### src/rf_bit_timer_regs.vh
// Register map, field positions and constants for the RF bit timer
// What this block does
// - Function 00 off, 01 transmit unkeyed, 10 receive, 11 transmit keyed.
// - Interrupt enable gates both flags onto their interrupt requests.
// - Buffer-empty/overflow vectors to address 0x04, done/edge to 0x02.
// - Transmit sets done flag when buffer empty and counter reaches zero.
// - Receive sets done/edge flag on any edge of the edge input pin.
// - Reading the control register clears both flags.
// - Taking the buffered bit sets buffer-empty flag for software reload.
// - Receive loads data bit with 1 for rising, 0 for falling edge.
// - Receive count holds system clock cycles since the previous edge.
// - Counter overflow in receive sets the overflow flag; software extends.
// - System clock is crystal over 16, 32 or 64 for codes 11, 10, 01.
// - Each mark or space lasts count value plus one system clocks.
// - Count is ten bits: top two in control bits 7:6, low eight in count.
// - Divide select 00 gives crystal/128; select may change on the fly.
`ifndef RF_BIT_TIMER_REGS_VH
`define RF_BIT_TIMER_REGS_VH
`define ADDR_BIT_TIMER_COUNT    6'h20
`define ADDR_BIT_TIMER_CONTROL  6'h21
`define ADDR_PROCESSOR_CONFIG   6'h33
`define CTL_BUF_EMPTY_BIT       0
`define CTL_DATA_BIT            1
`define CTL_DONE_EDGE_BIT       2
`define CTL_INT_EN_BIT          3
`define CTL_MODE_LO             4
`define CTL_MODE_HI             5
`define CTL_CNT_LO              6
`define CTL_CNT_HI              7
`define CFG_CLK_SEL_LO          5
`define CFG_CLK_SEL_HI          6
`define RST_BYTE                8'h00
`define MODE_OFF                2'h0
`define MODE_TX_UNKEYED         2'h1
`define MODE_RX                 2'h2
`define MODE_TX_KEYED           2'h3
`define VEC_BUF_EMPTY_OVF       8'h04
`define VEC_DONE_EDGE           8'h02
`endif

### src/rf_bit_timer.v
// Bit timer with crystal clock divider, transmit serialiser and edge timer
`timescale 1ns/100ps
`include "rf_bit_timer_regs.vh"
module rf_bit_timer (
  input  wire       ref_clk,
  input  wire       sys_rst,
  input  wire [5:0] io_addr,
  input  wire       io_wr,
  input  wire       io_rd,
  input  wire [7:0] io_wdata,
  output reg  [7:0] io_rdata,
  input  wire       edge_input_pin,
  output reg        tx_key,
  output reg        tx_enable,
  output wire       sys_clk_en,
  output wire       irq_buf_empty_ovf,
  output wire       irq_done_edge,
  output wire [7:0] irq_vec_buf_empty_ovf,
  output wire [7:0] irq_vec_done_edge
);
  reg  [7:0] count_lo_r;
  reg  [1:0] count_hi_r;
  reg  [1:0] mode_r;
  reg        int_en_r;
  reg        data_r;
  reg        buf_empty_ovf_r;
  reg        done_edge_r;
  reg  [1:0] clk_sel_r;
  reg  [6:0] div_r;
  reg  [9:0] cnt_r;
  reg        buf_full_r;
  reg        running_r;
  reg        pin_s1_r;
  reg        pin_s2_r;
  reg        pin_last_r;
  reg  [6:0] div_mask;
  wire [9:0] countval = {count_hi_r, count_lo_r};
  wire       tx_mode  = mode_r[0];
  wire       rx_mode  = (mode_r == `MODE_RX);
  wire       wr_cnt   = io_wr && (io_addr == `ADDR_BIT_TIMER_COUNT);
  wire       wr_ctl   = io_wr && (io_addr == `ADDR_BIT_TIMER_CONTROL);
  wire       wr_cfg   = io_wr && (io_addr == `ADDR_PROCESSOR_CONFIG);
  wire       rd_ctl   = io_rd && (io_addr == `ADDR_BIT_TIMER_CONTROL);
  wire       tick;
  wire       edge_det;
  wire       bit_end;
  wire       take_bit;
  wire       tx_done;
  wire       rx_ovf;
  // Cycles since the previous edge, including the tick that saw this one
  wire [9:0] rx_elapsed = cnt_r + 10'h001;

  // Divider mask per select code; change takes effect on the fly
  always @* begin
    case (clk_sel_r)
      2'h3:    div_mask = 7'h0F;
      2'h2:    div_mask = 7'h1F;
      2'h1:    div_mask = 7'h3F;
      default: div_mask = 7'h7F;
    endcase
  end

  assign tick       = ((div_r & div_mask) == div_mask);
  assign sys_clk_en = tick;

  always @(posedge ref_clk or posedge sys_rst) begin
    if (sys_rst) begin
      div_r <= 7'h00;
    end else begin
      div_r <= div_r + 7'h01;
    end
  end

  always @(posedge ref_clk or posedge sys_rst) begin
    if (sys_rst) begin
      pin_s1_r <= 1'b0;
      pin_s2_r <= 1'b0;
    end else begin
      pin_s1_r <= edge_input_pin;
      pin_s2_r <= pin_s1_r;
    end
  end

  assign edge_det = tick && rx_mode && (pin_s2_r != pin_last_r);
  assign bit_end  = tick && tx_mode && (!running_r || cnt_r == 10'h000);
  assign take_bit = bit_end && buf_full_r;
  assign tx_done  = bit_end && !buf_full_r && running_r;
  assign rx_ovf   = tick && rx_mode && !edge_det && (cnt_r == 10'h3FF);

  // Timer core: transmit serialiser and receive edge timer
  always @(posedge ref_clk or posedge sys_rst) begin
    if (sys_rst) begin
      cnt_r      <= 10'h000;
      running_r  <= 1'b0;
      buf_full_r <= 1'b0;
      tx_key     <= 1'b0;
      pin_last_r <= 1'b0;
      data_r     <= 1'b0;
    end else begin
      if (tick) begin
        pin_last_r <= pin_s2_r;
      end
      if (wr_ctl) begin
        data_r     <= io_wdata[`CTL_DATA_BIT];
        buf_full_r <= io_wdata[`CTL_MODE_LO];
      end
      if (!tx_mode) begin
        running_r <= 1'b0;
        tx_key    <= 1'b0;
      end
      if (take_bit) begin
        cnt_r      <= countval;
        tx_key     <= data_r;
        running_r  <= 1'b1;
        buf_full_r <= 1'b0;
      end else if (tx_done) begin
        running_r <= 1'b0;
        tx_key    <= 1'b0;
      end else if (tick && tx_mode && running_r) begin
        cnt_r <= cnt_r - 10'h001;
      end else if (edge_det) begin
        data_r <= pin_s2_r;
        cnt_r  <= 10'h000;
      end else if (tick && rx_mode) begin
        cnt_r <= cnt_r + 10'h001;
      end else if (mode_r == `MODE_OFF) begin
        cnt_r <= 10'h000;
      end
    end
  end

  // Software registers; hardware flag set wins over read clear
  always @(posedge ref_clk or posedge sys_rst) begin
    if (sys_rst) begin
      count_lo_r <= `RST_BYTE;
      count_hi_r      <= 2'h0;
      mode_r          <= `MODE_OFF;
      int_en_r        <= 1'b0;
      clk_sel_r       <= 2'h0;
      buf_empty_ovf_r <= 1'b0;
      done_edge_r     <= 1'b0;
      tx_enable       <= 1'b0;
    end else begin
      // In receive the count registers hold the interval of the last edge
      if (wr_cnt) begin
        count_lo_r <= io_wdata;
      end else if (edge_det) begin
        count_lo_r <= rx_elapsed[7:0];
      end
      if (wr_ctl) begin
        count_hi_r <= io_wdata[`CTL_CNT_HI:`CTL_CNT_LO];
        mode_r     <= io_wdata[`CTL_MODE_HI:`CTL_MODE_LO];
        int_en_r   <= io_wdata[`CTL_INT_EN_BIT];
      end else if (edge_det) begin
        count_hi_r <= rx_elapsed[9:8];
      end
      if (wr_cfg) begin
        clk_sel_r <= io_wdata[`CFG_CLK_SEL_HI:`CFG_CLK_SEL_LO];
      end
      tx_enable <= (mode_r == `MODE_TX_KEYED);
      if (take_bit || rx_ovf) begin
        buf_empty_ovf_r <= 1'b1;
      end else if (rd_ctl) begin
        buf_empty_ovf_r <= 1'b0;
      end
      if (tx_done || edge_det) begin
        done_edge_r <= 1'b1;
      end else if (rd_ctl) begin
        done_edge_r <= 1'b0;
      end
    end
  end

  always @* begin
    case (io_addr)
      `ADDR_BIT_TIMER_COUNT:   io_rdata = count_lo_r;
      `ADDR_BIT_TIMER_CONTROL: io_rdata = {count_hi_r, mode_r, int_en_r,
                                           done_edge_r, data_r,
                                           buf_empty_ovf_r};
      `ADDR_PROCESSOR_CONFIG:  io_rdata = {1'b0, clk_sel_r, 5'h00};
      default:                 io_rdata = 8'h00;
    endcase
  end

  assign irq_buf_empty_ovf     = int_en_r && buf_empty_ovf_r;
  assign irq_done_edge         = int_en_r && done_edge_r;
  assign irq_vec_buf_empty_ovf = `VEC_BUF_EMPTY_OVF;
  assign irq_vec_done_edge     = `VEC_DONE_EDGE;
endmodule

### config.mk
export PLATFORM = sky130hd
export DESIGN_NAME = rf_bit_timer
export DESIGN_NICKNAME = d
export VERILOG_FILES = /design/src/rf_bit_timer.v
export VERILOG_INCLUDE_DIRS = /design/src /design/src/src
export SDC_FILE = /design/constraint.sdc
export NUM_CORES = 1
export LEC_CHECK = 0
export BUFFER_PORTS_ARGS = -buffer_cell sky130_fd_sc_hd__buf_2
export CAP_MARGIN = 20
export CORE_AREA = 2 2 77 79
export CTS_CLUSTER_SIZE = 40
export DETAILED_ROUTE_END_ITERATION = 10
export DIE_AREA = 0 0 79 81
export GPL_TIMING_DRIVEN = 0
export PLACE_DENSITY = 0.71
export SLEW_MARGIN = 30
export SYNTH_ARGS = -nofsm -noshare
export SYNTH_HDL_FRONTEND = slang
export SYNTH_SLANG_ARGS = --single-unit
### constraint.sdc
create_clock -name ref_clk -period 3 [get_ports ref_clk]
set_clock_uncertainty 0.1 [all_clocks]
set_input_delay 0.45 -clock ref_clk [delete_from_list [all_inputs] [get_ports ref_clk]]
set_output_delay 0.45 -clock ref_clk [all_outputs]
set_load 0.005 [all_outputs]
* After elaboration in Yosys (flattened, before gate mapping)
Cells that the tools add are included.
Operators by class: add/subtract/negate cells 3, equal/unequal tests 13, muxes and demuxes 26, bitwise logic cells 1, reductions and logical operators 31
Operators with widths (count):
- two-way mux 10 bit | 6
- one-hot mux 8 bit (3 select lines) | 1
- one-hot mux 7 bit (3 select lines) | 1
- equality test 6 bit, second input constant | 3
- logical AND 1 bit | 16
- two-way mux 8 bit | 2
- two-way mux 1 bit | 14
- adder 10 x 1 -> 10 bit, second input constant | 1
- equality test 10 bit, second input constant | 1
- zero test 10 bit | 1
- nonzero test 2 bit | 5
- subtractor 10 x 1 -> 10 bit, second input constant | 1
- equality test 2 bit, second input constant | 4
- adder 7 x 1 -> 7 bit, second input constant | 1
- AND 7 bit | 1
- equality test 7 bit | 1
- nonzero test 5 bit | 1
- two-way mux 2 bit | 2
- zero test 1 bit | 3
- logical OR 1 bit | 3
- != test 3 x 1 -> 1 bit, second input constant | 1
- equality test 2 x 1 -> 1 bit, second input constant | 1
- zero test 2 bit | 1
- != test 2 bit, second input constant | 1
- other kinds (2) | 2
Storage, ports and cells: register bits 42, input bits 19, word-level logic and storage cells 91

* Longest topological paths before layout
depth after elaboration 11, gate-level depth with buffers 10

* Least setup slack after synthesis
OpenSTA, ideal clock, no wires.
path type reg-to-reg, from register cnt_r[0], to register cnt_r[6], data arrival time 2.314 ns, path slack 0.455 ns, stages on the path, launching flop included 11, cells stage by stage dfrtp_1 > inv_1 > ha_1 > or3b_1 > clkbuf_1 > o41a_1 > or3_1 > buf_6 > buf_8 > o2111ai_1 > nand3_1
Between the ends: word-level cells in the longest chain between the ends 7, elaborated cells between the ends (all ways) 16, those cells by class add/sub (2); eq/ne (1); mux (5); reduce/logical (8)
Ends and longest elaborated chain:
- from (decl) | RTL line rf_bit_timer.v:30 | reg [9:0] cnt_r;
- from (signal assigned) | RTL line rf_bit_timer.v:112 | cnt_r <= countval;
- from (signal assigned) | RTL line rf_bit_timer.v:120 | cnt_r <= cnt_r - 10'h001;
- from (signal assigned) | RTL line rf_bit_timer.v:125 | cnt_r <= cnt_r + 10'h001;
- parallel branches: the longest is 7 deep, another holds adder 10 x 1 -> 10 bit
Parallel ways; which one is timed is not known. The select of a mux whose other input is x is not followed. A chain may end at the register's enable or synchronous reset.

* Worst setup path after layout
from register cnt_r[1], to register cnt_r[0]
Between the ends: word-level cells in the longest chain between the ends 7, elaborated cells between the ends (all ways) 10, those cells by class eq/ne (1); mux (1); reduce/logical (8)
Ends and longest elaborated chain:
- zero test 10 bit * | RTL line rf_bit_timer.v:85 | assign bit_end = tick && tx_mode && (!running_r || cnt_r == 10'h000);
- logical OR 1 bit * | RTL line rf_bit_timer.v:85
- logical AND 1 bit * | RTL line rf_bit_timer.v:85
- logical AND 1 bit (2 in series) | RTL line rf_bit_timer.v:87 | assign tx_done = bit_end && !buf_full_r && running_r;
- != test 2 bit (no line)
- AND reduction 2 bit (no line)
Mark *: on every way between the ends. The rest lies on a longest branch, timed or not.

==> summary.txt <==
=================================================================================================
Result of the run                                                                    finished, final reports clean
Complex-gate fraction of the synthesized area                                              14.72%
Final Routed Wirelength                                                                   6795 um
GP Congestion                                                                              0.9245
Primary flip-flop cell chosen by synthesis mapping                                   sky130_fd_sc_hd__dfrtp_1
Setup violations, final                                                                         0
Die ar.                                                                                  6399 um2
Clock buffers created by TritonCTS                                                              5
Worst max-slew margin expressed relative to the limit                                      51.60%
Pleak                                                                                    1.438 nW
Number of distinct library cell variants in the gate-level netlist after synthesis             54
Setup slack, reg-to-reg                                                                   0.13 ns
Vias in the first global route                                                               2169
WL met3                                                                                    510 um
Routed length on met2                                                                     3033 um
Clock input transition at the sequential cells of the worst setup and hold paths          0.09 ns
Pin count of the biggest net entering global routing                                           24
Post-Route Utilization                                                                     55.38%
Yosys warning count                                                                             0
Mean instance size in the synthesized netlist                                           9.198 um2
Die boundary width                                                                          79 um
Starting utilization of the core area                                                      47.49%
Setup repair after global routing missed its margin                                            no
Part of the Yosys area used for sequential elements                                        39.00%
Share of synthesized registers carrying an async set or reset                              100.0%
Worst hold margin                                                                      0.05345 ns
DR pass1 iterations                                                                             5
HP Class                                                                             primary input to async pin
Power density over the cells                                                         392.3 nW/um2
Antenna violations before repair                                                                0
Clock Path Buffers                                                                              2
Highest metal layer with signal wires                                                        met4
Number of instances in the synthesized netlist                                                293
Top cell type by total area after synthesis                                          sky130_fd_sc_hd__dfrtp_1
Combinational family with the most area after synthesis                              simple AND/OR/NAND/NOR gates
Critical path class                                                                  flip-flop to flip-flop
XOR/XNOR share of the synthesized area                                                     5.200%
Largest stage delay, worst path                                                           0.48 ns
Count of input and output buffers                                                              31
Cell Chain, Critical Path                                                            inv_1, ha_1, or3b_1, clkbuf_1, o41a_1, or3_1, buf_6, buf_8, nand3_1, o211ai_1
Area of the core region                                                                  5675 um2
Total chip power                                                                       0.001233 W
Period utilisation layout                                                                  95.69%
# DRC                                                                                           0
Number of synthesized flops with an enable pin                                                  0
CP Data Arrival Time                                                                      2.95 ns
Worst supply voltage drop on vdd                                                        0.3560 mV
Crit end category                                                                       flip-flop
Cell with the largest stage delay on the worst path                                  sky130_fd_sc_hd__dfrtp_1
Avg Vias per Cell                                                                           5.723
Worst path buffer plus inverter count                                                           4
RR Startpoint                                                                            cnt_r[1]
Hold violation count in the final report                                                        0
Die height                                                                                  81 um
Synth top area cells                                                                 sky130_fd_sc_hd__dfrtp_1 (39%), sky130_fd_sc_hd__mux2i_1 (6.7%), sky130_fd_sc_hd__buf_4 (4.7%)
Drt initial violations                                                                        240
Global routing usage summed across all routing layers                                      22.14%
Number of cells traversed by the worst register-to-register path                               10
Placed wire-length estimate after detailed placement                                      4939 um
Most common cell after layout, fill and taps aside                                   sky130_fd_sc_hd__dfrtp_1
Number of buffers inserted by hold repair at cts                                                0
Clock root buffer                                                                    sky130_fd_sc_hd__clkbuf_8
Routed WL per cell                                                                       16.06 um
Count of H-tree levels built during CTS                                                         2
Critical register-to-register path endpoint                                              cnt_r[0]
Number of I/O pins                                                                             48
Detail Route Antenna Nets                                                                       0
Fin nets                                                                                      369
Synth Cell Area                                                                          2695 um2
Share of synthesized area spent on multiplexers                                            10.86%
Transition at the pin with the smallest max-transition slack                            0.7260 ns
Flop and latch count out of synthesis                                                          42
Wire length of the first global-routing pass                                             10860 um
Area share of the largest cell type after synthesis                                        39.00%
Fraction of layout cells with a size suffix above 1                                        22.99%
Most frequent cells in the layout                                                    sky130_fd_sc_hd__dfrtp_1 (41), sky130_fd_sc_hd__buf_2 (33), sky130_fd_sc_hd__nand2_1 (31)
Maximum operating frequency                                                             348.4 MHz
Cell depth of the worst setup path                                                             10
Simple-Gate Fraction of Synth Area                                                         19.50%
Timing startpoint of the critical path                                                   cnt_r[1]
Post-synthesis adder-cell area fraction                                                    1.393%
Highest fanout seen on the critical path                                                       10
N_diodes                                                                                        0
Destination of the critical timing path                                                  cnt_r[0]
Skew-Pair Late Insertion Delay                                                            0.31 ns
Final Slew Violations                                                                           0
Post-layout minimum cycle time                                                           2.871 ns
Placement Rows                                                                                 28
Largest delay contributor family on the critical path                                simple AND/OR/NAND/NOR gates
Synthesis-to-layout area growth                                                            16.62%
Via count                                                                                    2421
Critical Path Start Type                                                                flip-flop
Number of max-capacitance violations reported                                                   0
Required time at the worst-slack endpoint                                                 3.08 ns
Wl on met1                                                                                3077 um
Clock sink total                                                                               42
GRT overflow                                                                                    0
Clock tree from TritonCTS                                                                   built
=================================================================================================
[cells by family (layout without fill, tap and decap cells)]
family / Yosys count / in the layout
DFF: 42 / 42
muxes: 28 / 28
other: 2 / 16
and+or+nand+nor: 105 / 105
AOI/OAI and AO/OA: 57 / 57
xor gates and xnor gates: 16 / 16
buffers and inverters: 40 / 81
adders and majority gates: 3 / 3
[routing by layer]
layer,vias up,global-route usage (%)
met5,-,0
met2,134,34.15
met1,1133,31.44
li1,1134,-
met4,0,8.793
met3,20,3.333
[worst min path at each step]
| stage | from | end | cells past startpoint |
|---|---|---|---|
| 6_report | sys_rst | cnt_r[5] | 2 |
| 5_1_grt | sys_rst | cnt_r[7] | 2 |
| 4_1_cts | sys_rst | running_r | 2 |
| 3_5_place_dp | pin_s1_r | pin_s2_r | 0 |
| 3_3_place_gp | pin_s1_r | pin_s2_r | 0 |
| 2_1_floorplan | pin_s1_r | pin_s2_r | 0 |
[final cells by class]
cell class / count / area, um2
buffer: 32 / 214.0
clock buffer: 6 / 82.58
clock inverter: 2 / 16.27
fill: 538 / 2532
inverter: 8 / 30.03
multi-input combinational: 225 / 1464
sequential: 42 / 1052
tap: 75 / 93.84
timing repair buffer: 33 / 190.2
[where the power goes]
group	total, W	internal [W]	switching [W]
logic	0.000178	0.0000831	0.0000951
clock network	0.000404	0.000190	0.000215
registers	0.000650	0.000610	0.0000399
[cell usage after synthesis (2+ instances only)]
library cell / instances
sky130_fd_sc_hd__clkbuf_1: 7
sky130_fd_sc_hd__buf_2: 2
sky130_fd_sc_hd__xnor2_1: 6
sky130_fd_sc_hd__and3_1: 3
sky130_fd_sc_hd__buf_1: 2
sky130_fd_sc_hd__nor3b_1: 3
sky130_fd_sc_hd__ha_1: 3
sky130_fd_sc_hd__a32oi_1: 2
sky130_fd_sc_hd__o21ai_0: 15
sky130_fd_sc_hd__a221o_1: 4
sky130_fd_sc_hd__nor4_1: 3
sky130_fd_sc_hd__dfrtp_1: 42
sky130_fd_sc_hd__o2111ai_1: 4
sky130_fd_sc_hd__a21oi_1: 7
sky130_fd_sc_hd__nand2_1: 31
sky130_fd_sc_hd__and2_1: 5
sky130_fd_sc_hd__or3_1: 2
sky130_fd_sc_hd__mux2i_1: 18
sky130_fd_sc_hd__inv_1: 7
sky130_fd_sc_hd__a31oi_1: 3
sky130_fd_sc_hd__a211oi_1: 2
sky130_fd_sc_hd__buf_4: 17
sky130_fd_sc_hd__nor2_1: 19
sky130_fd_sc_hd__o211ai_1: 7
sky130_fd_sc_hd__conb_1: 2
sky130_fd_sc_hd__nand3_1: 20
sky130_fd_sc_hd__nand4_1: 4
sky130_fd_sc_hd__xor2_1: 10
sky130_fd_sc_hd__nor3_1: 5
sky130_fd_sc_hd__or4_1: 2
sky130_fd_sc_hd__mux2_2: 10
sky130_fd_sc_hd__buf_6: 2
sky130_fd_sc_hd__o221ai_1: 3
[metrics by stage]
step / std cells / setup WS, ns / area [um2] / setup TNS (ns)
floorplan: 307 / 0.4547 / 2748 / 0
global placement: 413 / -0.07914 / 2997 / -0.2887
detailed placement: 414 / -0.08031 / 3024 / -0.3686
CTS: 422 / 0.09077 / 3128 / 0
global route: 423 / 0.001434 / 3143 / 0
finish: 423 / 0.1293 / 3143 / 0
[what timing repair did]
item	4_1_cts	5_1_grt
buffers inserted	0	1
gates resized for setup	1	2
setup endpoints to repair	8	9
[registers in the layout, summed over array words and instances, names as in the netlist, 2 cells and up]
signal,cells
div_r,7
mode_r,2
clk_sel_r,2
count_lo_r,8
cnt_r,10
count_hi_r,2
(Power assumes the default switching activity.)
